==> src/rtl/lcd_port_consts.svh <==
// Constants for the LCD-shared general-purpose port block.
// Assumes inclusion by bare name from the package, the interface and the top.
`ifndef LCD_PORT_CONSTS_SVH
`define LCD_PORT_CONSTS_SVH

// Port widths and the combined pin vector.
`define COM_W          8
`define SEG_W          5
`define THIRD_W        8
`define PIN_W          21
`define SEG_LSB        8
`define THIRD_LSB      13

// Register byte offsets on the bus.
`define OFS_COM_DATA   8'h00
`define OFS_COM_DIR    8'h04
`define OFS_SEG_DATA   8'h08
`define OFS_SEG_DIR    8'h0c
`define OFS_THR_DATA   8'h10
`define OFS_THR_DIR    8'h14
`define OFS_COM_LATCH  8'h18
`define OFS_SEG_LATCH  8'h1c
`define OFS_THR_LATCH  8'h20
`define OFS_COM_SEL    8'h24
`define OFS_SEG_SEL    8'h28
`define OFS_THR_SEL    8'h2c
`define OFS_PIN_CTRL   8'h30

// Field positions inside the control registers.
`define PORT_INPUT_CONTROL_BIT      0
`define SPL_BIT        1
`define LOW_SEG_LSB    0
`define HIGH_SEG_LSB   2

// Reset values.
`define LATCH_RST8     8'h00
`define LATCH_RST5     5'h00
`define DIR_RST8       8'h00
`define DIR_RST5       5'h00
`define SEL_RST8       8'h00
`define SEL_RST5       5'h00
`define PIN_RST        21'h000000
`define WORD_ZERO      32'h00000000

`endif

==> src/rtl/lcd_port_pkg.sv <==
// Types shared by the LCD-shared general-purpose port block.
// Assumes the constants header sits beside it.
`include "lcd_port_consts.svh"

package lcd_port_pkg;
    typedef logic [31:0]          wb_word_t;
    typedef logic [7:0]           byte_addr_t;
    typedef logic [`COM_W-1:0]    port8_t;
    typedef logic [`SEG_W-1:0]    port5_t;
    typedef logic [`PIN_W-1:0]    pin_vec_t;
endpackage

==> src/rtl/pin_sync_if.sv <==
// Interface carrying raw pin levels to the synchroniser and clean levels back.
// Assumes both ends run on the same CPU clock.
`timescale 1ns/1ps
`default_nettype none
`include "lcd_port_consts.svh"

interface pin_sync_if;
    lcd_port_pkg::pin_vec_t raw;
    lcd_port_pkg::pin_vec_t synced;
    modport source (output raw, input synced);
    modport sync   (input raw, output synced);
endinterface

`default_nettype wire

==> src/rtl/pin_sync.sv <==
// Two-stage synchroniser for every pad input of the port block.
// Assumes raw levels are asynchronous to clk_i.
`timescale 1ns/1ps
`default_nettype none

module pin_sync (
    // Clock and reset.
    input  wire logic       clk_i,
    input  wire logic       rst_i,
    // Raw levels in, synchronised levels out.
    pin_sync_if.sync        lvl
);
    lcd_port_pkg::pin_vec_t meta_q, meta_d;
    lcd_port_pkg::pin_vec_t sync_q, sync_d;

    // The first stage feeds only the second stage.
    always_comb begin
        meta_d = lvl.raw;
        sync_d = meta_q;
    end

    // Register both stages; reset clears them to a known low level.
    always_ff @(posedge clk_i) begin
        if (rst_i) begin
            meta_q <= `PIN_RST;
            sync_q <= `PIN_RST;
        end else begin
            meta_q <= meta_d;
            sync_q <= sync_d;
        end
    end

    assign lvl.synced = sync_q;
endmodule // pin_sync

`default_nettype wire

==> src/rtl/lcd_shared_gpio_ports.sv <==
// Three general-purpose ports whose pins are shared with LCD drive lines.
// Assumes a classic Wishbone master on clk_i and a standby level from the
// power controller on the same clock.
//
// Function
// - direction one makes pin drive latch
// - output pin carries its latch bit
// - data write updates latch and outputs
// - output pins read back latch
// - direction zero makes pin an input
// - input pin latch written, not driven
// - input pins read pin; latch view
// - zero means low, one means high
// - common port bits seven..zero map pins
// - segment port uses bits four..zero only
// - common pin GPIO when unselected, control set
// - LCD common needs select and control
// - segment select fields choose pin function
// - reset clears all direction bits
// - standby with pin state one floats
// - standby with pin state zero holds
// - segment pins carry 00,01,37,38,39
// - third port carries segments 02..09
//
// The Wishbone interface to the registers and the placing of the registers were decided locally.
`timescale 1ns/1ps
`default_nettype none
`include "lcd_port_consts.svh"

module lcd_shared_gpio_ports (
    // Clock and reset.
    input  wire logic                   clk_i,
    input  wire logic                   rst_i,
    // Wishbone classic slave.
    input  wire logic                   wb_cyc_i,
    input  wire logic                   wb_stb_i,
    input  wire logic                   wb_we_i,
    input  wire logic [7:0]             wb_adr_i,
    input  wire logic [3:0]             wb_sel_i,
    input  wire logic [31:0]            wb_dat_i,
    output logic      [31:0]            wb_dat_o,
    output logic                        wb_ack_o,
    // Standby (stop or watch mode) level from the power controller.
    input  wire logic                   standby_i,
    // Drive values from the LCD controller.
    input  wire logic [`COM_W-1:0]      lcd_com_i,
    input  wire logic [`SEG_W-1:0]      lcd_seg_low_i,
    input  wire logic [`THIRD_W-1:0]    lcd_seg_third_i,
    // Common-shared port pads.
    input  wire logic [`COM_W-1:0]      com_pin_i,
    output logic      [`COM_W-1:0]      com_pin_o,
    output logic      [`COM_W-1:0]      com_pin_oe_o,
    // Segment-shared five-pin port pads.
    input  wire logic [`SEG_W-1:0]      seg_pin_i,
    output logic      [`SEG_W-1:0]      seg_pin_o,
    output logic      [`SEG_W-1:0]      seg_pin_oe_o,
    // Third port pads.
    input  wire logic [`THIRD_W-1:0]    third_pin_i,
    output logic      [`THIRD_W-1:0]    third_pin_o,
    output logic      [`THIRD_W-1:0]    third_pin_oe_o
);

    // Software-visible state.
    lcd_port_pkg::port8_t   com_lat_q, com_lat_d;
    lcd_port_pkg::port8_t   com_dir_q, com_dir_d;
    lcd_port_pkg::port5_t   seg_lat_q, seg_lat_d;
    lcd_port_pkg::port5_t   seg_dir_q, seg_dir_d;
    lcd_port_pkg::port8_t   thr_lat_q, thr_lat_d;
    lcd_port_pkg::port8_t   thr_dir_q, thr_dir_d;
    lcd_port_pkg::port8_t   com_sel_q, com_sel_d;
    lcd_port_pkg::port5_t   seg_sel_q, seg_sel_d;
    lcd_port_pkg::port8_t   thr_sel_q, thr_sel_d;
    logic                   port_input_control_q,   port_input_control_d;
    logic                   spl_q,     spl_d;

    // Bus answer state.
    logic                   ack_q,     ack_d;
    lcd_port_pkg::wb_word_t rdat_q,    rdat_d;

    // Pad drive state.
    lcd_port_pkg::pin_vec_t pout_q,    pout_d;
    lcd_port_pkg::pin_vec_t poe_q,     poe_d;

    // Flattened per-pin views, common port lowest.
    lcd_port_pkg::pin_vec_t lat_all;
    lcd_port_pkg::pin_vec_t dir_all;
    lcd_port_pkg::pin_vec_t sel_all;
    lcd_port_pkg::pin_vec_t lcd_all;
    lcd_port_pkg::pin_vec_t gpio_fn;
    lcd_port_pkg::pin_vec_t lcd_fn;
    lcd_port_pkg::pin_vec_t in_view;
    lcd_port_pkg::pin_vec_t rd_view;
    lcd_port_pkg::pin_vec_t run_oe;
    lcd_port_pkg::pin_vec_t run_out;

    logic                   bus_req;
    logic                   wr_fire;
    logic                   float_w;
    logic                   hold_w;
    lcd_port_pkg::byte_addr_t word_adr;
    logic [7:0]             wd;

    pin_sync_if             pins ();

    // Pad levels are synchronised before any read path sees them.
    assign pins.raw = {third_pin_i, seg_pin_i, com_pin_i};

    pin_sync u_sync (
        .clk_i (clk_i),
        .rst_i (rst_i),
        .lvl   (pins.sync)
    );

    // Pin order: bits 7..0 of the common port, then 4..0 of the segment
    // port, then 7..0 of the third port.
    assign lat_all = {thr_lat_q, seg_lat_q, com_lat_q};
    assign dir_all = {thr_dir_q, seg_dir_q, com_dir_q};
    assign sel_all = {thr_sel_q, seg_sel_q, com_sel_q};
    assign lcd_all = {lcd_seg_third_i, lcd_seg_low_i, lcd_com_i};

    // Standby decodes: float every pad, or freeze it as it stands.
    assign float_w = standby_i & spl_q;
    assign hold_w  = standby_i & ~spl_q;

    // Per-pin function selection and read view.
    genvar gi;
    generate
        for (gi = 0; gi < `PIN_W; gi = gi + 1) begin : g_pin
            // General I/O needs the select bit clear and the control bit set.
            assign gpio_fn[gi] = ~sel_all[gi] & port_input_control_q;
            // LCD drive needs the select bit and the control bit both set.
            // The direction bit is ignored here, so a stale one cannot fight
            // the LCD driver.
            assign lcd_fn[gi] = sel_all[gi] & port_input_control_q;
            // Drive enable: a GPIO pin drives when its direction is one; an LCD pin drives whatever its direction.
            assign run_oe[gi] = (gpio_fn[gi] & dir_all[gi]) | lcd_fn[gi];
            // Output value is the latch bit as written, or the LCD line.
            assign run_out[gi] = lcd_fn[gi] ? lcd_all[gi] : lat_all[gi];
            // Inputs are blocked and read low when floated or not GPIO.
            assign in_view[gi] = pins.synced[gi] & gpio_fn[gi] & ~float_w;
            // Normal read: latch for outputs, pad level for inputs.
            assign rd_view[gi] = dir_all[gi] ? lat_all[gi] : in_view[gi];
        end
    endgenerate

    // Pad drive next state, with standby taking precedence.
    always_comb begin
        if (float_w) begin
            poe_d  = `PIN_RST;
            pout_d = pout_q;
        end else if (hold_w) begin
            poe_d  = poe_q;
            pout_d = pout_q;
        end else begin
            poe_d  = run_oe;
            pout_d = run_out;
        end
    end

    // Register the pad drive so every pad output comes from a flip-flop.
    // This costs one cycle between a latch write and the pad edge.
    always_ff @(posedge clk_i) begin
        if (rst_i) begin
            poe_q  <= `PIN_RST;
            pout_q <= `PIN_RST;
        end else begin
            poe_q  <= poe_d;
            pout_q <= pout_d;
        end
    end

    // Bus decode: a request is answered one cycle after it appears, and a
    // write lands on the very edge at which the master sees the ack.
    assign bus_req  = wb_cyc_i & wb_stb_i;
    assign wr_fire  = bus_req & wb_we_i & ack_q & wb_sel_i[0];
    assign word_adr = {wb_adr_i[7:2], 2'b00};
    assign wd       = wb_dat_i[7:0];

    // Ack and read data next state.
    always_comb begin
        ack_d  = bus_req & ~ack_q;
        rdat_d = `WORD_ZERO;
        case (word_adr)
            `OFS_COM_DATA:  rdat_d[7:0] = rd_view[`COM_W-1:0];
            `OFS_COM_DIR:   rdat_d[7:0] = com_dir_q;
            `OFS_SEG_DATA:  rdat_d[4:0] = rd_view[`THIRD_LSB-1:`SEG_LSB];
            `OFS_SEG_DIR:   rdat_d[4:0] = seg_dir_q;
            `OFS_THR_DATA:  rdat_d[7:0] = rd_view[`PIN_W-1:`THIRD_LSB];
            `OFS_THR_DIR:   rdat_d[7:0] = thr_dir_q;
            // Latch views stand in for read-modify-write reads.
            `OFS_COM_LATCH: rdat_d[7:0] = com_lat_q;
            `OFS_SEG_LATCH: rdat_d[4:0] = seg_lat_q;
            `OFS_THR_LATCH: rdat_d[7:0] = thr_lat_q;
            `OFS_COM_SEL:   rdat_d[7:0] = com_sel_q;
            `OFS_SEG_SEL:   rdat_d[4:0] = seg_sel_q;
            `OFS_THR_SEL:   rdat_d[7:0] = thr_sel_q;
            `OFS_PIN_CTRL: begin
                rdat_d[`PORT_INPUT_CONTROL_BIT] = port_input_control_q;
                rdat_d[`SPL_BIT]   = spl_q;
            end
            // Unmapped words answer with zero and ignore writes.
            default:        rdat_d = `WORD_ZERO;
        endcase
    end

    // Register the bus answer.
    always_ff @(posedge clk_i) begin
        if (rst_i) begin
            ack_q  <= 1'b0;
            rdat_q <= `WORD_ZERO;
        end else begin
            ack_q  <= ack_d;
            rdat_q <= rdat_d;
        end
    end

    // Register file next state; only byte lane 0 carries data.
    always_comb begin
        com_lat_d = com_lat_q;
        com_dir_d = com_dir_q;
        seg_lat_d = seg_lat_q;
        seg_dir_d = seg_dir_q;
        thr_lat_d = thr_lat_q;
        thr_dir_d = thr_dir_q;
        com_sel_d = com_sel_q;
        seg_sel_d = seg_sel_q;
        thr_sel_d = thr_sel_q;
        port_input_control_d   = port_input_control_q;
        spl_d     = spl_q;
        if (wr_fire) begin
            case (word_adr)
                `OFS_COM_DATA: com_lat_d = wd;
                `OFS_COM_DIR:  com_dir_d = wd;
                // Upper three bits of the segment port have no pins.
                `OFS_SEG_DATA: seg_lat_d = wd[`SEG_W-1:0];
                `OFS_SEG_DIR:  seg_dir_d = wd[`SEG_W-1:0];
                `OFS_THR_DATA: thr_lat_d = wd;
                `OFS_THR_DIR:  thr_dir_d = wd;
                `OFS_COM_SEL:  com_sel_d = wd;
                // Bits 1:0 pick segments 00-01, bits 4:2 segments 37-39.
                `OFS_SEG_SEL:  seg_sel_d = wd[`SEG_W-1:0];
                `OFS_THR_SEL:  thr_sel_d = wd;
                `OFS_PIN_CTRL: begin
                    port_input_control_d = wd[`PORT_INPUT_CONTROL_BIT];
                    spl_d   = wd[`SPL_BIT];
                end
                default: begin
                    com_lat_d = com_lat_q;
                end
            endcase
        end
    end

    // Register file; reset makes every pin an input.
    always_ff @(posedge clk_i) begin
        if (rst_i) begin
            com_lat_q <= `LATCH_RST8;
            com_dir_q <= `DIR_RST8;
            seg_lat_q <= `LATCH_RST5;
            seg_dir_q <= `DIR_RST5;
            thr_lat_q <= `LATCH_RST8;
            thr_dir_q <= `DIR_RST8;
            com_sel_q <= `SEL_RST8;
            seg_sel_q <= `SEL_RST5;
            thr_sel_q <= `SEL_RST8;
            port_input_control_q   <= 1'b0;
            spl_q     <= 1'b0;
        end else begin
            com_lat_q <= com_lat_d;
            com_dir_q <= com_dir_d;
            seg_lat_q <= seg_lat_d;
            seg_dir_q <= seg_dir_d;
            thr_lat_q <= thr_lat_d;
            thr_dir_q <= thr_dir_d;
            com_sel_q <= com_sel_d;
            seg_sel_q <= seg_sel_d;
            thr_sel_q <= thr_sel_d;
            port_input_control_q   <= port_input_control_d;
            spl_q     <= spl_d;
        end
    end

    // Outputs, all straight from flip-flops. Software must also keep any
    // other peripheral off a pin it uses as general I/O.
    assign wb_ack_o       = ack_q;
    assign wb_dat_o       = rdat_q;
    assign com_pin_o      = pout_q[`COM_W-1:0];
    assign com_pin_oe_o   = poe_q[`COM_W-1:0];
    assign seg_pin_o      = pout_q[`THIRD_LSB-1:`SEG_LSB];
    assign seg_pin_oe_o   = poe_q[`THIRD_LSB-1:`SEG_LSB];
    assign third_pin_o    = pout_q[`PIN_W-1:`THIRD_LSB];
    assign third_pin_oe_o = poe_q[`PIN_W-1:`THIRD_LSB];

endmodule // lcd_shared_gpio_ports

`default_nettype wire

==> config.mk <==
export PLATFORM = sky130hd
export DESIGN_NAME = lcd_shared_gpio_ports
export DESIGN_NICKNAME = d
export VERILOG_FILES = /design/src/rtl/lcd_port_pkg.sv /design/src/rtl/pin_sync_if.sv /design/src/rtl/pin_sync.sv /design/src/rtl/lcd_shared_gpio_ports.sv
export VERILOG_INCLUDE_DIRS = /design/src /design/src/rtl
export SDC_FILE = /design/constraint.sdc
export NUM_CORES = 1
export LEC_CHECK = 0
export ABC_CLOCK_PERIOD_IN_PS = 2290
export BUFFER_PORTS_ARGS = -buffer_cell sky130_fd_sc_hd__buf_2
export CORE_MARGIN = 4
export CORE_UTILIZATION = 45
export CTS_CLUSTER_DIAMETER = 60
export DETAILED_ROUTE_END_ITERATION = 8
export GPL_TIMING_DRIVEN = 0
export PLACE_DENSITY = 0.69
export SLEW_MARGIN = 10
export SYNTH_ARGS = -nofsm -noshare
export SYNTH_HDL_FRONTEND = slang
export SYNTH_SLANG_ARGS = --single-unit
export TNS_END_PERCENT = 10
==> constraint.sdc <==
create_clock -name clk_i -period 2.29 [get_ports clk_i]
set_input_delay 0.229 -clock clk_i [delete_from_list [all_inputs] [get_ports clk_i]]
set_output_delay 0.229 -clock clk_i [all_outputs]
set_load 0.02 [all_outputs]
## Word-level counts from Yosys, hierarchy flattened

Index checks and enable logic that the tools add are counted.

| storage, ports and cells | value |
|---|---|
| register bits after elaboration | 182 |
| bits of input ports | 92 |
| output and inout bits | 75 |

| operators by class | value |
|---|---|
| equality and inequality tests | 12 |
| mux-type cells | 45 |
| bitwise gates (word level) | 158 |
| reduce and logical (&&, ||, !) cells | 13 |

Operators by type and width:

| kind | count |
|---|---|
| 1-bit AND | 112 |
| 1-bit 2-to-1 mux | 42 |
| 3-bit one-hot mux with 12 select lines | 1 |
| 6-bit by 4-bit equality test with 1-bit output, second input constant | 5 |
| 2-bit one-hot mux with 13 select lines | 1 |
| 1-bit NOT | 25 |
| 6-bit by 3-bit equality test with 1-bit output, second input constant | 4 |
| 3-bit one-hot mux with 8 select lines | 1 |
| 2-bit AND reduction | 11 |
| 1-bit bitwise OR | 21 |
| 6-bit by 2-bit equality test with 1-bit output, second input constant | 2 |
| 8-bit logical NOT | 1 |
| 6-bit by 1-bit equality test with 1-bit output, second input constant | 1 |
| 2-bit OR reduction | 1 |

## Logic depth before layout (Yosys ltp)

Gate-level depths: netlist of the first run.

| logic depth | value |
|---|---|
| depth after elaboration | 6 |
| depth in mapped cells | 8 |
| mapped depth without buffers | 5 |

## Cells and area by module

A second synthesis of the first run with hierarchy kept.

| second synthesis, totals | value |
|---|---|
| cell total of the unflattened synthesis | 803 |
| area total of the unflattened synthesis | 6774.0 um2 |

By module, submodules not included:

| module | instances | cells each | area an instance (um2) | seq. area each (um2) |
|---|---|---|---|---|
| lcd_shared_gpio_ports | 1 | 715 | 5650.4 | 2322.2 |
| pin_sync | 1 | 88 | 1123.6 | 840.8 |

## Worst setup path before layout of the first run

Ideal clock, no wire load.

| timing | value |
|---|---|
| path kind | register to register |
| start point | register ack_q, in the netlist wb_ack_o |
| end point | register com_sel_q[0] |
| library setup time | 0.128 ns |
| arrival time | 1.504 ns |
| data required time | 2.162 ns |
| slack | 0.659 ns |
| stages on the path, launching flop included | 7 |
| clock period less this slack | 1.631 ns |
| cell sequence | dfxtp_1 nand3_1 nor2_1 buf_2 nand3_1 mux2i_1 nor2_1 |

| between the ends | value |
|---|---|
| word-level cells in the longest chain between the ends | 3 |

RTL lines:

| item | RTL line | RTL |
|---|---|---|
| start, declared | lcd_shared_gpio_ports.sv:77 | `logic ack_q, ack_d;` |
| start signal, assigned | lcd_shared_gpio_ports.sv:212 | `ack_q <= ack_d;` |
| 1-bit AND (2 in a row) | lcd_shared_gpio_ports.sv:175 | `assign wr_fire = bus_req & wb_we_i & ack_q & wb_sel_i[0];` |
| 2-bit AND reduction (no source line) | n/a |  |
| end signal, assigned | lcd_shared_gpio_ports.sv:263 | `` com_sel_q <= `SEL_RST8; `` |
| end signal, assigned | lcd_shared_gpio_ports.sv:275 | `com_sel_q <= com_sel_d;` |
| end, declared | lcd_shared_gpio_ports.sv:70 | `lcd_port_pkg::port8_t com_sel_q, com_sel_d;` |

Every way passes these cells.
A chain may end at the register's enable or synchronous reset.

## Worst setup path after layout of the first run

| timing | value |
|---|---|
| start point | register port_input_control_q |
| end point | register rdat_q[0], in the netlist wb_dat_o[0] |

| between the ends | value |
|---|---|
| word-level cells in the longest chain between the ends | 5 |
| elaborated cells between the ends (all ways) | 13 |

RTL lines:

| item | RTL line | RTL |
|---|---|---|
| start, declared | lcd_shared_gpio_ports.sv:73 | `logic port_input_control_q, port_input_control_d;` |
| start signal, assigned | lcd_shared_gpio_ports.sv:278 | `port_input_control_q <= port_input_control_d;` |
| 1-bit AND | lcd_shared_gpio_ports.sv:130 | `assign gpio_fn[gi] = ~sel_all[gi] & port_input_control_q;` |
| 1-bit AND (2 in a row) | lcd_shared_gpio_ports.sv:140 | `assign in_view[gi] = pins.synced[gi] & gpio_fn[gi] & ~float_w;` |
| 1-bit 2-to-1 mux | lcd_shared_gpio_ports.sv:142 | `assign rd_view[gi] = dir_all[gi] ? lat_all[gi] : in_view[gi];` |
| 2-bit one-hot mux with 13 select lines * | lcd_shared_gpio_ports.sv:183 | `case (word_adr)` |
| end signal, assigned | lcd_shared_gpio_ports.sv:210 | `` rdat_q <= `WORD_ZERO; `` |
| end signal, assigned | lcd_shared_gpio_ports.sv:213 | `rdat_q <= rdat_d;` |
| end, declared | lcd_shared_gpio_ports.sv:78 | `lcd_port_pkg::wb_word_t rdat_q, rdat_d;` |

Every way passes the cells marked *; elsewhere a longest branch is shown, timed or not.

==> summary.txt, run 1 <==
Cells and area
  • Layout cell share with drive strength beyond 1: 0.193
  • Layout net count: just over 1,000
  • Diodes inserted: 0
  • Non-Filler Instances: around 1,100
  • P&R area growth vs syn: 22.8%

STA
  • Fin Hold WS: approximately 0.014 ns
  • Worst-Margin Slew: roughly 0.74 ns
  • Minimum clock period: around 2.0 ns
  • Fin worst setup slack: around 0.25 ns
  • Hold Violations, Final: 0
  • Clock Skew: about 0.0067 ns
  • Setup repair after global routing missed its margin: false
  • Setup TNS: 0 ns
  • Period utilization: 0.890
  • Fin. max-slew vios: 0
  • Fmax: about 0.49 GHz
  • Max-slew headroom: 0.508
  • Endpoints failing setup: 0

Routing
  • WL final: ~21,000 µm
  • Vias per std cell: 5.41
  • Iter 0 DRT Violations: around 510
  • DRT antenna net count: 0
  • DRC: 0
  • Via Count: 6,142
  • First-pass detailed-route iteration total: 5
  • DRT met1 WL: slightly below 9000 µm
  • Met2 WL: 10,200 µm
  • Top layer used by detailed routing: met4
  • Met3 WL: between 1000 and 1500 µm
  • Routed len/inst: about 18 µm

Floorplanning
  • Row count: 44
  • Vert. Die Dim: roughly 130 µm
  • IO Pins: roughly 170
  • Die Area: 17,100 µm²
  • Core Area: between 10,000 and 15,000 µm²
  • Initial Utilization: 0.462
  • Die W: 131 µm

CTS
  • # clock sinks: 158
  • H-tree depth: 4
  • Post_cts resized: 0
  • CTS tree: done
  • Worst skew pair latency: approximately 0.43 ns
  • CTS Buffer Depth: 2
  • Worst-path clk slew: around 0.06 ns
  • Root Driver: clkbuf_16
  • TritonCTS Buffers: 17

Place
  • GPL Wtd Cong: about 0.93
  • DP Cell Count: between 1,000 and 1,500
  • Final HPWL DP: about 16,000 µm
  • Dpl ws: around 0.15 ns
  • Port Buffers: about 110

GRT
  • First-pass GRT wire length: between 30,000 and 40,000 µm
  • Grt ovf: 0
  • Global-route usage over all layers: 0.247
  • Initial antenna violation count: 0
  • Largest net degree at the start of global routing: 17
  • Vias in the first global route: between 5,000 and 6,000

Worst setup path
  • CP Capture Type: register
  • CP max stage delay: 0.35 ns
  • Crit path launch type: register
  • R2r startpoint: port_input_control_q$_SDFFE_PP0P_
  • FF-to-FF End: wb_dat_o[0]$_SDFF_PP0_
  • Critical path data required time: around 2.6 ns
  • Slowest cell on crit path: a21boi_0
  • Reg2Reg Depth: 7
  • Reg2reg setup slack: about 0.25 ns
  • Critical path fanouts, max: 10
  • Critical path cell sequence: buf_2 > a21boi_0 > buf_2 > nand3_1 > o21ai_0 > a22oi_1 > a31oi_1
  • WP data arrival: between 2 and 2.5 ns
  • Crit-path most repeated cell: buf_2
  • Critical path start-end classification: register to register

Logic synthesis
  • Primary FF master, synth: dfxtp_1
  • Post-synth top area share: 0.467
  • Number of synthesized flops with an enable pin: 0
  • Flops & latches, synth: around 160
  • Post-synthesis sequential area ratio: 0.467
  • Netlist cell types: 41
  • Async set or reset register ratio after synthesis: 0
  • Yosys warns: 0
  • Most area-hungry cell type in the Yosys netlist: dfxtp_1
  • Syn_area_per_cell: between 8 and 9 µm²
  • List of most frequent post-synthesis cells: 158 x dfxtp_1, 131 x nor2_1, 95 x nand2_1
  • Top-count cell post-synth: dfxtp_1
  • Post-Syn Area: 6770 µm²
  • Top cells by area, synth: dfxtp_1 47%, mux2i_1 11%, nor2_1 7.3%, nand2_1 5.3%, a21oi_1 5.3%
  • Post-Syn Instances: between 700 and 800

Power and ir drop
  • Power Dens Cells: just over 700 nW/µm²
  • Max VDD drop: about 0.00053 V
  • Total power: 5.96 mW
  • Lkg Pwr: roughly 3.7 nW

Min path
  • Hold Crit Class: input port to register
  • Min-delay src: third_pin_i[6]
  • WHS Endpoint: u_sync.meta_q[19]$_SDFF_PP0_
  • Hold Path Depth: 2

Status
  • Status: finished, final reports clean

Flow run
  • Max-cap violations: 0
-- timing repair --
action                                  CTS  global route
hold buffers                             13             0
hold endpoints to repair                 13             0
endpoints found under the setup margin    0             0
buffers inserted                          0             0
-- critical path, delay by kind of cell, from the launching register on --
kind / cells / cell delay [ns]
flops: 1 / 0.30
simple gates: 1 / 0.12
compound gates: 4 / 0.91
buf+inv: 2 / 0.60
-- area by class of cell --
type                            instances  area (µm²)
Tap cell                              184         230
Clock inverter                          7         114
Fill cell                            1421        6330
Clock buffer                           23         458
Sequential cell                       158        3160
Multi-Input combinational cell        569        3300
Buffer                                 76         390
Timing Repair Buffer                  118         656
-- how the worst max path moves through the flow --
stage | from | end | slack (ns) | cells past startpoint
floorplan | wb_ack_o$_SDFF_PP0_ | com_sel_q[0]$_SDFFE_PP0P_ | 0.66 | 6
global placement | wb_adr_i[3] | wb_dat_o[1]$_SDFF_PP0_ | 0.1 | 6
detailed placement | wb_adr_i[3] | wb_dat_o[1]$_SDFF_PP0_ | 0.15 | 6
CTS | port_input_control_q$_SDFFE_PP0P_ | wb_dat_o[0]$_SDFF_PP0_ | 0.29 | 7
global route | port_input_control_q$_SDFFE_PP0P_ | wb_dat_o[0]$_SDFF_PP0_ | 0.03 | 7
finish | port_input_control_q$_SDFFE_PP0P_ | wb_dat_o[0]$_SDFF_PP0_ | 0.25 | 7
-- kinds of logic (layout without fill, tap and decap cells) --
logic type	count (synthesis)	count (layout)	synth area share
other	1	24	0.000554
muxes	84	84	0.129
and+or+nand+nor	328	328	0.227
buffers and inverters	76	224	0.0577
AOI/OAI and AO/OA	133	133	0.119
DFF	158	158	0.467
-- stage by stage --
| stage | utilization | area [µm²] |
|---|---|---|
| after floorplan | - | 6850 |
| after global placement | 0.520 | 7610 |
| after detailed placement | 0.520 | 7610 |
| after CTS | 0.568 | 8310 |
| after global routing | 0.568 | 8310 |
| final | 0.568 | 8310 |
-- metal layers --
metal,GRT usage,up-vias
li1,-,2949
met1,0.315,2889
met2,0.418,254
met3,0.0533,50
met4,0.0774,0
met5,0,-
-- where the power goes --
group          total [mW]  switching [mW]  leakage [nW]  internal, mW
Combinational       0.352           0.224          2.14         0.129
Sequential           2.80          0.0124          1.28          2.78
Clock                2.81            1.08         0.281          1.73
-- registers in the layout, summed over array words and instances (netlist names) --
name and flops:
wb_dat_o 8, com_lat_q 8, thr_sel_q 8, poe_q 21
u_sync.meta_q 21, seg_dir_q 5, thr_lat_q 8, com_sel_q 8
pout_q 21, thr_dir_q 8, u_sync.lvl.synced 21, wb_ack_o 1
spl_q 1, seg_lat_q 5, com_dir_q 8, seg_sel_q 5
port_input_control_q 1
-- cells in the final DEF, fill, tap and decap left out, drive strengths merged, types with 6 or more instances in the layout --
cell type,instances
nand2,95
dfxtp,158
mux2i,77
dlygate4sd3,13
nand3,31
clkbuf,56
o22ai,7
nor3,6
a22oi,10
buf,148
a32oi,16
a21oi,71
nor2,131
conb,24
o21ai,15
nor2b,45
nand3b,8
Power figures use the tool's default switching activity.
==> run 2, diff against run 1 <==
--- a/config.mk
+++ b/config.mk
@@ -6,8 +6,9 @@
 export SDC_FILE = /design/constraint.sdc
 export NUM_CORES = 1
 export LEC_CHECK = 0
+export ABC_AREA = 1
 export ABC_CLOCK_PERIOD_IN_PS = 2290
-export BUFFER_PORTS_ARGS = -buffer_cell sky130_fd_sc_hd__buf_2
+export BUFFER_PORTS_ARGS = -buffer_cell sky130_fd_sc_hd__clkbuf_2
 export CORE_MARGIN = 4
 export CORE_UTILIZATION = 45
 export CTS_CLUSTER_DIAMETER = 60
==> run 2 against run 1 <==
Compared with the run above: maximum frequency is 4.0% lower; power is 5.8% higher; die area is 2.9% higher; non-clock buffer count is 2 lower; critical endpoint is now wb_dat_o[3]$_SDFF_PP0_.
==> summary.txt, run 2 <==
Power and ir drop
  • Clk pwr share: 0.480 (was 0.471)
  • Lkg Pwr: 3.99 nW (was 3.70 nW)
  • Power share of the sequential group: 0.448 (was 0.470)
  • Int Pwr: 4.87 mW (was 4.64 mW)
  • Power Dens Cells: 726 nW/µm² (was 717 nW/µm²)
  • Switch Pwr: 1.43 mW (was 1.32 mW)
  • Max VDD drop: 0.000469 V (was 0.000534 V)
  • Switching Share: 0.227 (was 0.221)
  • Gate power share: 0.072 (was 0.059)

GRT
  • Initial antenna violation count: 0 (unchanged)
  • Largest net degree at the start of global routing: 17 (unchanged)
  • Grt ovf: 0 (unchanged)
  • Global-route usage over all layers: 0.271 (was 0.247)
  • Vias in the first global route: 6,764 (was 5,675)
  • First-pass GRT wire length: 36,700 µm (was 31,600 µm)

Logic synthesis
  • Post-Syn Instances: 1,021 (was 780)
  • Post-synth top area share: 0.454 (was 0.467)
  • Syn_area_per_cell: 6.83 µm² (was 8.68 µm²)
  • Top-count cell post-synth: nor2_1 (was dfxtp_1)
  • Flops & latches, synth: 158 (unchanged)
  • Post-Syn Area: 6970 µm² (was 6770 µm²)
  • Yosys warns: 0 (unchanged)
  • Async set or reset register ratio after synthesis: 0 (unchanged)
  • Post-synthesis sequential area ratio: 0.454 (was 0.467)
  • Netlist cell types: 24 (was 41)
  • Most area-hungry cell type in the Yosys netlist: dfxtp_1 (unchanged)
  • Primary FF master, synth: dfxtp_1 (unchanged)
  • Top cells by area, synth: dfxtp_1 45%, nor2_1 12%, nand2_1 9.6%, o21ai_0 6.2%, inv_1 5.2% (was dfxtp_1 47%, mux2i_1 11%, nor2_1 7.3%, nand2_1 5.3%, a21oi_1 5.3%)
  • List of most frequent post-synthesis cells: 231 x nor2_1, 178 x nand2_1, 158 x dfxtp_1 (was 158 x dfxtp_1, 131 x nor2_1, 95 x nand2_1)
  • Number of synthesized flops with an enable pin: 0 (unchanged)

Place
  • Dpl ws: 0.173 ns (was 0.148 ns)
  • Port Buffers: 108 (was 105)
  • GPL Wtd Cong: 0.985 (was 0.929)
  • Final HPWL DP: 17,200 µm (was 15,800 µm)

Routing
  • Via Count: 7,168 (was 6,142)
  • WL final: 23,500 µm (was 21,000 µm)
  • DRT antenna net count: 0 (unchanged)
  • Met3 WL: 2100 µm (was 1340 µm)
  • Routed len/inst: 16.9 µm (was 18.5 µm)
  • DRT met1 WL: 9850 µm (was 8730 µm)
  • Met2 WL: 10,900 µm (was 10,200 µm)
  • Iter 0 DRT Violations: 715 (was 512)
  • Top layer used by detailed routing: met4 (unchanged)
  • DRC: 0 (unchanged)
  • Vias per std cell: 5.15 (was 5.41)
  • First-pass detailed-route iteration total: 5 (unchanged)

STA
  • Fin. max-slew vios: 0 (unchanged)
  • Period utilization: 0.927 (was 0.890)
  • Fin worst setup slack: 0.168 ns (was 0.253 ns)
  • Setup repair after global routing missed its margin: false (unchanged)
  • Max-slew headroom: 0.474 (was 0.508)
  • Worst-Margin Slew: 0.789 ns (was 0.738 ns)
  • Fmax: 0.471 GHz (was 0.491 GHz)
  • Minimum clock period: 2.12 ns (was 2.04 ns)
  • Hold Violations, Final: 0 (unchanged)
  • Setup TNS: 0 ns (unchanged)
  • Endpoints failing setup: 0 (unchanged)
  • Clock Skew: 0.0106 ns (was 0.00668 ns)

CTS
  • Post_cts resized: 0 (unchanged)
  • CTS Buffer Depth: 2 (unchanged)
  • Root Driver: clkbuf_16 (unchanged)
  • CTS tree: done (unchanged)
  • Worst-path clk slew: 0.06 ns (about the same)
  • Worst skew pair latency: 0.43 ns (about the same)
  • H-tree depth: 4 (unchanged)
  • Post-CTS Setup Bufs: 0 (unchanged)
  • # clock sinks: 158 (unchanged)
  • TritonCTS Buffers: 17 (unchanged)

Worst setup path
  • Critical path data required time: 2.56 ns (was 2.61 ns)
  • Slowest cell on crit path: dfxtp_1 (was a21boi_0)
  • WP data arrival: 2.40 ns (was 2.36 ns)
  • Crit-path most repeated cell: nand2_1 (was buf_2)
  • Crit path launch type: register (unchanged)
  • Critical path cell sequence: nand2_1 > nand2_1 > buf_2 > o21ai_1 > nand2_1 > nand2_1 > inv_1 > nand2_1 > nor2_1 > nor2_1 (was buf_2 > a21boi_0 > buf_2 > nand3_1 > o21ai_0 > a22oi_1 > a31oi_1)
  • Critical path fanouts, max: 10 (unchanged)
  • Critical path start-end classification: register to register (unchanged)
  • CP max stage delay: 0.39 ns (was 0.35 ns)
  • CP Capture Type: register (unchanged)

Cells and area
  • Most frequent cells in the layout: 231 x nor2_1, 178 x nand2_1, 158 x dfxtp_1 (was 158 x dfxtp_1, 131 x nor2_1, 117 x buf_2)
  • Layout fillers: 1,506 (was 1,421)
  • Diodes inserted: 0 (unchanged)
  • Area occupied by registers: 3160 µm² (unchanged)
  • Multi-input logic area: 3120 µm² (was 3300 µm²)
  • Commonest non-fill, non-tap cell in the layout: nor2_1 (was dfxtp_1)
  • Layout cell share with drive strength beyond 1: 0.179 (was 0.193)
  • Final core occ: 0.571 (was 0.568)
  • P&R area growth vs syn: 24.5% (was 22.8%)
  • Layout net count: 1,284 (was 1,032)

Floorplanning
  • Die W: 132 µm (was 131 µm)
  • Row count: 45 (was 44)
  • Die Area: 17,600 µm² (was 17,100 µm²)
  • IO Pins: 167 (unchanged)
  • Vert. Die Dim: 132 µm (was 131 µm)
  • Core Area: 15,200 µm² (was 14,600 µm²)
  • Initial Utilization: 0.459 (was 0.462)

Flow run
  • Max-cap violations: 0 (unchanged)

Min path
  • Hold Crit Class: input port to register (unchanged)

Status
  • Status: finished, final reports clean (unchanged)
-- run 2: changes by cell type after synthesis, sizes merged, moves of 45 or more --
cell   delta
nand2    +86
o21ai   +107
mux2i    -77
inv     +115
nor2b    -45
nor2    +113
-- run 2: cells by family (layout without fill, tap and decap cells) --
group                  count (synthesis)  after routing  synth area share
and+or+nand+nor                      495            495             0.291
AOI/OAI and AO/OA                    189            189             0.144
buffers and inverters                178            339             0.111
DFF                                  158            158             0.454
other                                  1             24          0.000538
-- run 2: per-layer routing --
layer  track usage  vias up
li1              -     3524
met1         0.352     3274
met2         0.435      327
met3        0.0696       43
met4        0.0999        0
met5             0        -
-- run 2: repair_timing --
action / CTS / global route
endpoints found under the hold margin: 21 / 0
setup endpoints to repair: 0 / 0
hold buffers: 21 / 0
-- run 2: layout make-up --
cell class              instances  area share
multi-input cells             708       0.360
plain buffers                  63      0.0393
repair buffers                129      0.0865
clock buffers                  22      0.0546
well taps                     188      0.0271
clock inverters                10      0.0184
inverters                     115      0.0497
flip-flops and latches        158       0.364
-- run 2: worst max-delay path, delay by kind of cell, from the launching register on --
kind	cells	cell delay (ns)
flops	1	0.39
buf+inv	2	0.44
simple gates	7	1.01
compound gates	1	0.13
-- run 2: power by group through the flow --
stage	registers, mW	logic [mW]	clock network, mW
floorplan	2.90	0.236	0
global placement	2.88	0.418	0
detailed placement	2.88	0.419	0
CTS	2.82	0.450	3.06
global route	2.83	0.497	3.18
finish	2.82	0.455	3.03
-- run 2: final timing paths --
check                               start                               end  slack, ns  cells past startpoint
max                    spl_q$_SDFFE_PP0P_            wb_dat_o[3]$_SDFF_PP0_       0.17                     10
min                              wb_stb_i               wb_ack_o$_SDFF_PP0_       0.03                      3
max reg2reg            spl_q$_SDFFE_PP0P_            wb_dat_o[3]$_SDFF_PP0_       0.17                     10
min reg2reg  u_sync.meta_q[18]$_SDFF_PP0_  u_sync.lvl.synced[18]$_SDFF_PP0_       0.40                      2
-- run 2: stage by stage --
step                hold WS (ns)  instances  area, µm²  power [mW]
CTS                      0.00883       1393       8680        6.33
finish                    0.0273       1393       8680        6.30
global placement           0.391       1340       7840        3.30
floorplan                  0.336       1044       7060        3.14
detailed placement         0.394       1340       7840        3.30
global route              0.0270       1393       8680        6.50
==> run 3, diff against run 2 <==
==> constraint.sdc (replaced) <==
create_clock -name clk_i -period 2.29 [get_ports clk_i]
set_input_delay 0.1145 -clock clk_i [delete_from_list [all_inputs] [get_ports clk_i]]
set_output_delay 0.1145 -clock clk_i [all_outputs]
set_load 0.02 [all_outputs]
==> run 3 against run 2 <==
Compared with the run above: hold slack improved by 0.0095 ns; final cell count rose by 0.14%; clock skew fell by 0.0013 ns; register-to-register slack got worse by 0.02 ns; sequential share of layout area fell by 0.084 points; critical path depth did not move; worst setup slack got worse by 0.017 ns; non-clock buffer count rose by 2; flip-flop and latch count did not move; critical endpoint unchanged.
==> summary.txt, run 3 (synthesis results as in run 2) <==
Status
  • Status: finished, final reports clean (unchanged)

CTS
  • CTS tree: done (unchanged)
  • Worst-path clk slew: 0.06 ns (about the same)
  • H-tree depth: 4 (unchanged)
  • Worst skew pair latency: 0.43 ns (about the same)
  • Root Driver: clkbuf_16 (unchanged)
  • Post-CTS Setup Bufs: 0 (unchanged)
  • Cts hold-fix bufs: 23 (was 21)
  • # clock sinks: 158 (unchanged)
  • Post_cts resized: 0 (unchanged)
  • TritonCTS Buffers: 17 (unchanged)
  • CTS Buffer Depth: 2 (unchanged)

STA
  • Fmax: 0.467 GHz (was 0.471 GHz)
  • Hold Violations, Final: 0 (unchanged)
  • Max-slew headroom: 0.471 (was 0.474)
  • Endpoints failing setup: 0 (unchanged)
  • Setup TNS: 0 ns (unchanged)
  • Setup repair after global routing missed its margin: false (unchanged)
  • Fin. max-slew vios: 0 (unchanged)
  • Fin Hold WS: 0.0368 ns (was 0.0273 ns)
  • Minimum clock period: 2.14 ns (was 2.12 ns)
  • Fin worst setup slack: 0.151 ns (was 0.168 ns)
  • Clock Skew: 0.00936 ns (was 0.0106 ns)
  • Worst-Margin Slew: 0.793 ns (was 0.789 ns)
  • Period utilization: 0.934 (was 0.927)

Power and ir drop
  • Gate power share: 0.073 (was 0.072)
  • Int Pwr: 4.87 mW (about the same)
  • Power Dens Cells: 724 nW/µm² (was 726 nW/µm²)
  • Max VDD drop: 0.000472 V (was 0.000469 V)
  • Switching Share: 0.226 (was 0.227)
  • Switch Pwr: 1.42 mW (was 1.43 mW)
  • Lkg Pwr: 4.00 nW (was 3.99 nW)
  • Power share of the sequential group: 0.448 (about the same)
  • Clk pwr share: 0.479 (was 0.480)

Worst setup path
  • CP Capture Type: register (unchanged)
  • Critical path fanouts, max: 10 (unchanged)
  • Crit path launch type: register (unchanged)
  • Critical path data required time: 2.56 ns (about the same)
  • WP data arrival: 2.41 ns (was 2.40 ns)
  • Critical path start-end classification: register to register (unchanged)

Place
  • Dpl ws: 0.250 ns (was 0.173 ns)
  • Final HPWL DP: 17,200 µm (unchanged)
  • Port Buffers: 108 (unchanged)
  • DP Cell Count: 1,340 (unchanged)
  • GPL Wtd Cong: 0.985 (unchanged)

Routing
  • DRT antenna net count: 0 (unchanged)
  • WL final: 23,500 µm (about the same)
  • Vias per std cell: 5.18 (was 5.15)
  • Via Count: 7,230 (was 7,168)
  • Iter 0 DRT Violations: 698 (was 715)
  • Routed len/inst: 16.9 µm (about the same)
  • DRC: 0 (unchanged)
  • First-pass detailed-route iteration total: 5 (unchanged)

GRT
  • Vias in the first global route: 6,784 (was 6,764)
  • Initial antenna violation count: 0 (unchanged)
  • First-pass GRT wire length: 36,800 µm (was 36,700 µm)
  • Largest net degree at the start of global routing: 17 (unchanged)
  • Grt ovf: 0 (unchanged)
  • Global-route usage over all layers: 0.271 (about the same)

Cells and area
  • Commonest non-fill, non-tap cell in the layout: nor2_1 (unchanged)
  • P&R area growth vs syn: 24.8% (was 24.5%)
  • Final core occ: 0.572 (was 0.571)
  • Non-Filler Instances: 1,395 (was 1,393)
  • Most frequent cells in the layout: 231 x nor2_1, 178 x nand2_1, 158 x dfxtp_1 (unchanged)
  • Layout cell share with drive strength beyond 1: 0.179 (about the same)
  • Diodes inserted: 0 (unchanged)
  • Layout net count: 1,286 (was 1,284)

Floorplanning
  • Core Area: 15,200 µm² (unchanged)
  • Vert. Die Dim: 132 µm (unchanged)
  • Die W: 132 µm (unchanged)
  • IO Pins: 167 (unchanged)
  • Initial Utilization: 0.459 (unchanged)
  • Row count: 45 (unchanged)
  • Die Area: 17,600 µm² (unchanged)

Flow run
  • Max-cap violations: 0 (unchanged)

Min path
  • Hold Crit Class: input port to register (unchanged)
run 3: per-stage QoR:
stage / instance area, µm² / power (mW)
after detailed placement: 7840 / 3.30
after global placement: 7840 / 3.30
after CTS: 8700 / 6.33
final: 8700 / 6.30
after global routing: 8700 / 6.51
after floorplan: 7060 / 3.14
run 3: path summary, 6_finish.rpt:
kind                                                   start                               end  slack [ns]  cells past startpoint
worst max-delay path                      spl_q$_SDFFE_PP0P_            wb_dat_o[3]$_SDFF_PP0_        0.15                     10
worst min-delay path                            lcd_com_i[6]            pout_q[6]$_SDFFE_PP0P_        0.04                      5
worst max register to register            spl_q$_SDFFE_PP0P_            wb_dat_o[3]$_SDFF_PP0_        0.15                     10
worst min register to register  u_sync.meta_q[18]$_SDFF_PP0_  u_sync.lvl.synced[18]$_SDFF_PP0_        0.40                      2
run 3: layout make-up:
cell class	instances	area, µm²
fillers	1504	6500
multi-input cells	708	3120
clock inverters	10	160
well taps	188	235
flip-flops and latches	158	3160
plain buffers	63	342
clock buffers	22	474
repair buffers	131	771
inverters	115	432
run 3: routing by layer:
metal | wire length, µm | track usage
met1 | 9720 | 0.352
met2 | 10900 | 0.436
met3 | 2200 | 0.0696
met4 | 702 | 0.0999
met5 | 0 | 0
run 3: power by group through the flow:
stage,Clock [mW],Sequential (mW),Combinational (mW)
final,3.02,2.82,0.457
after floorplan,0,2.90,0.236
after detailed placement,0,2.88,0.419
after global routing,3.18,2.83,0.500
after global placement,0,2.88,0.418
after CTS,3.06,2.82,0.452
run 3: worst max-delay path: stages, from the launching register on:
cell     delay (ns)
dfxtp_1        0.39
nand2_1        0.26
nand2_1        0.39
buf_2          0.38
o21ai_1        0.13
nand2_1        0.09
nand2_1        0.08
inv_1          0.06
nand2_1        0.04
nor2_1         0.09
nor2_1         0.07
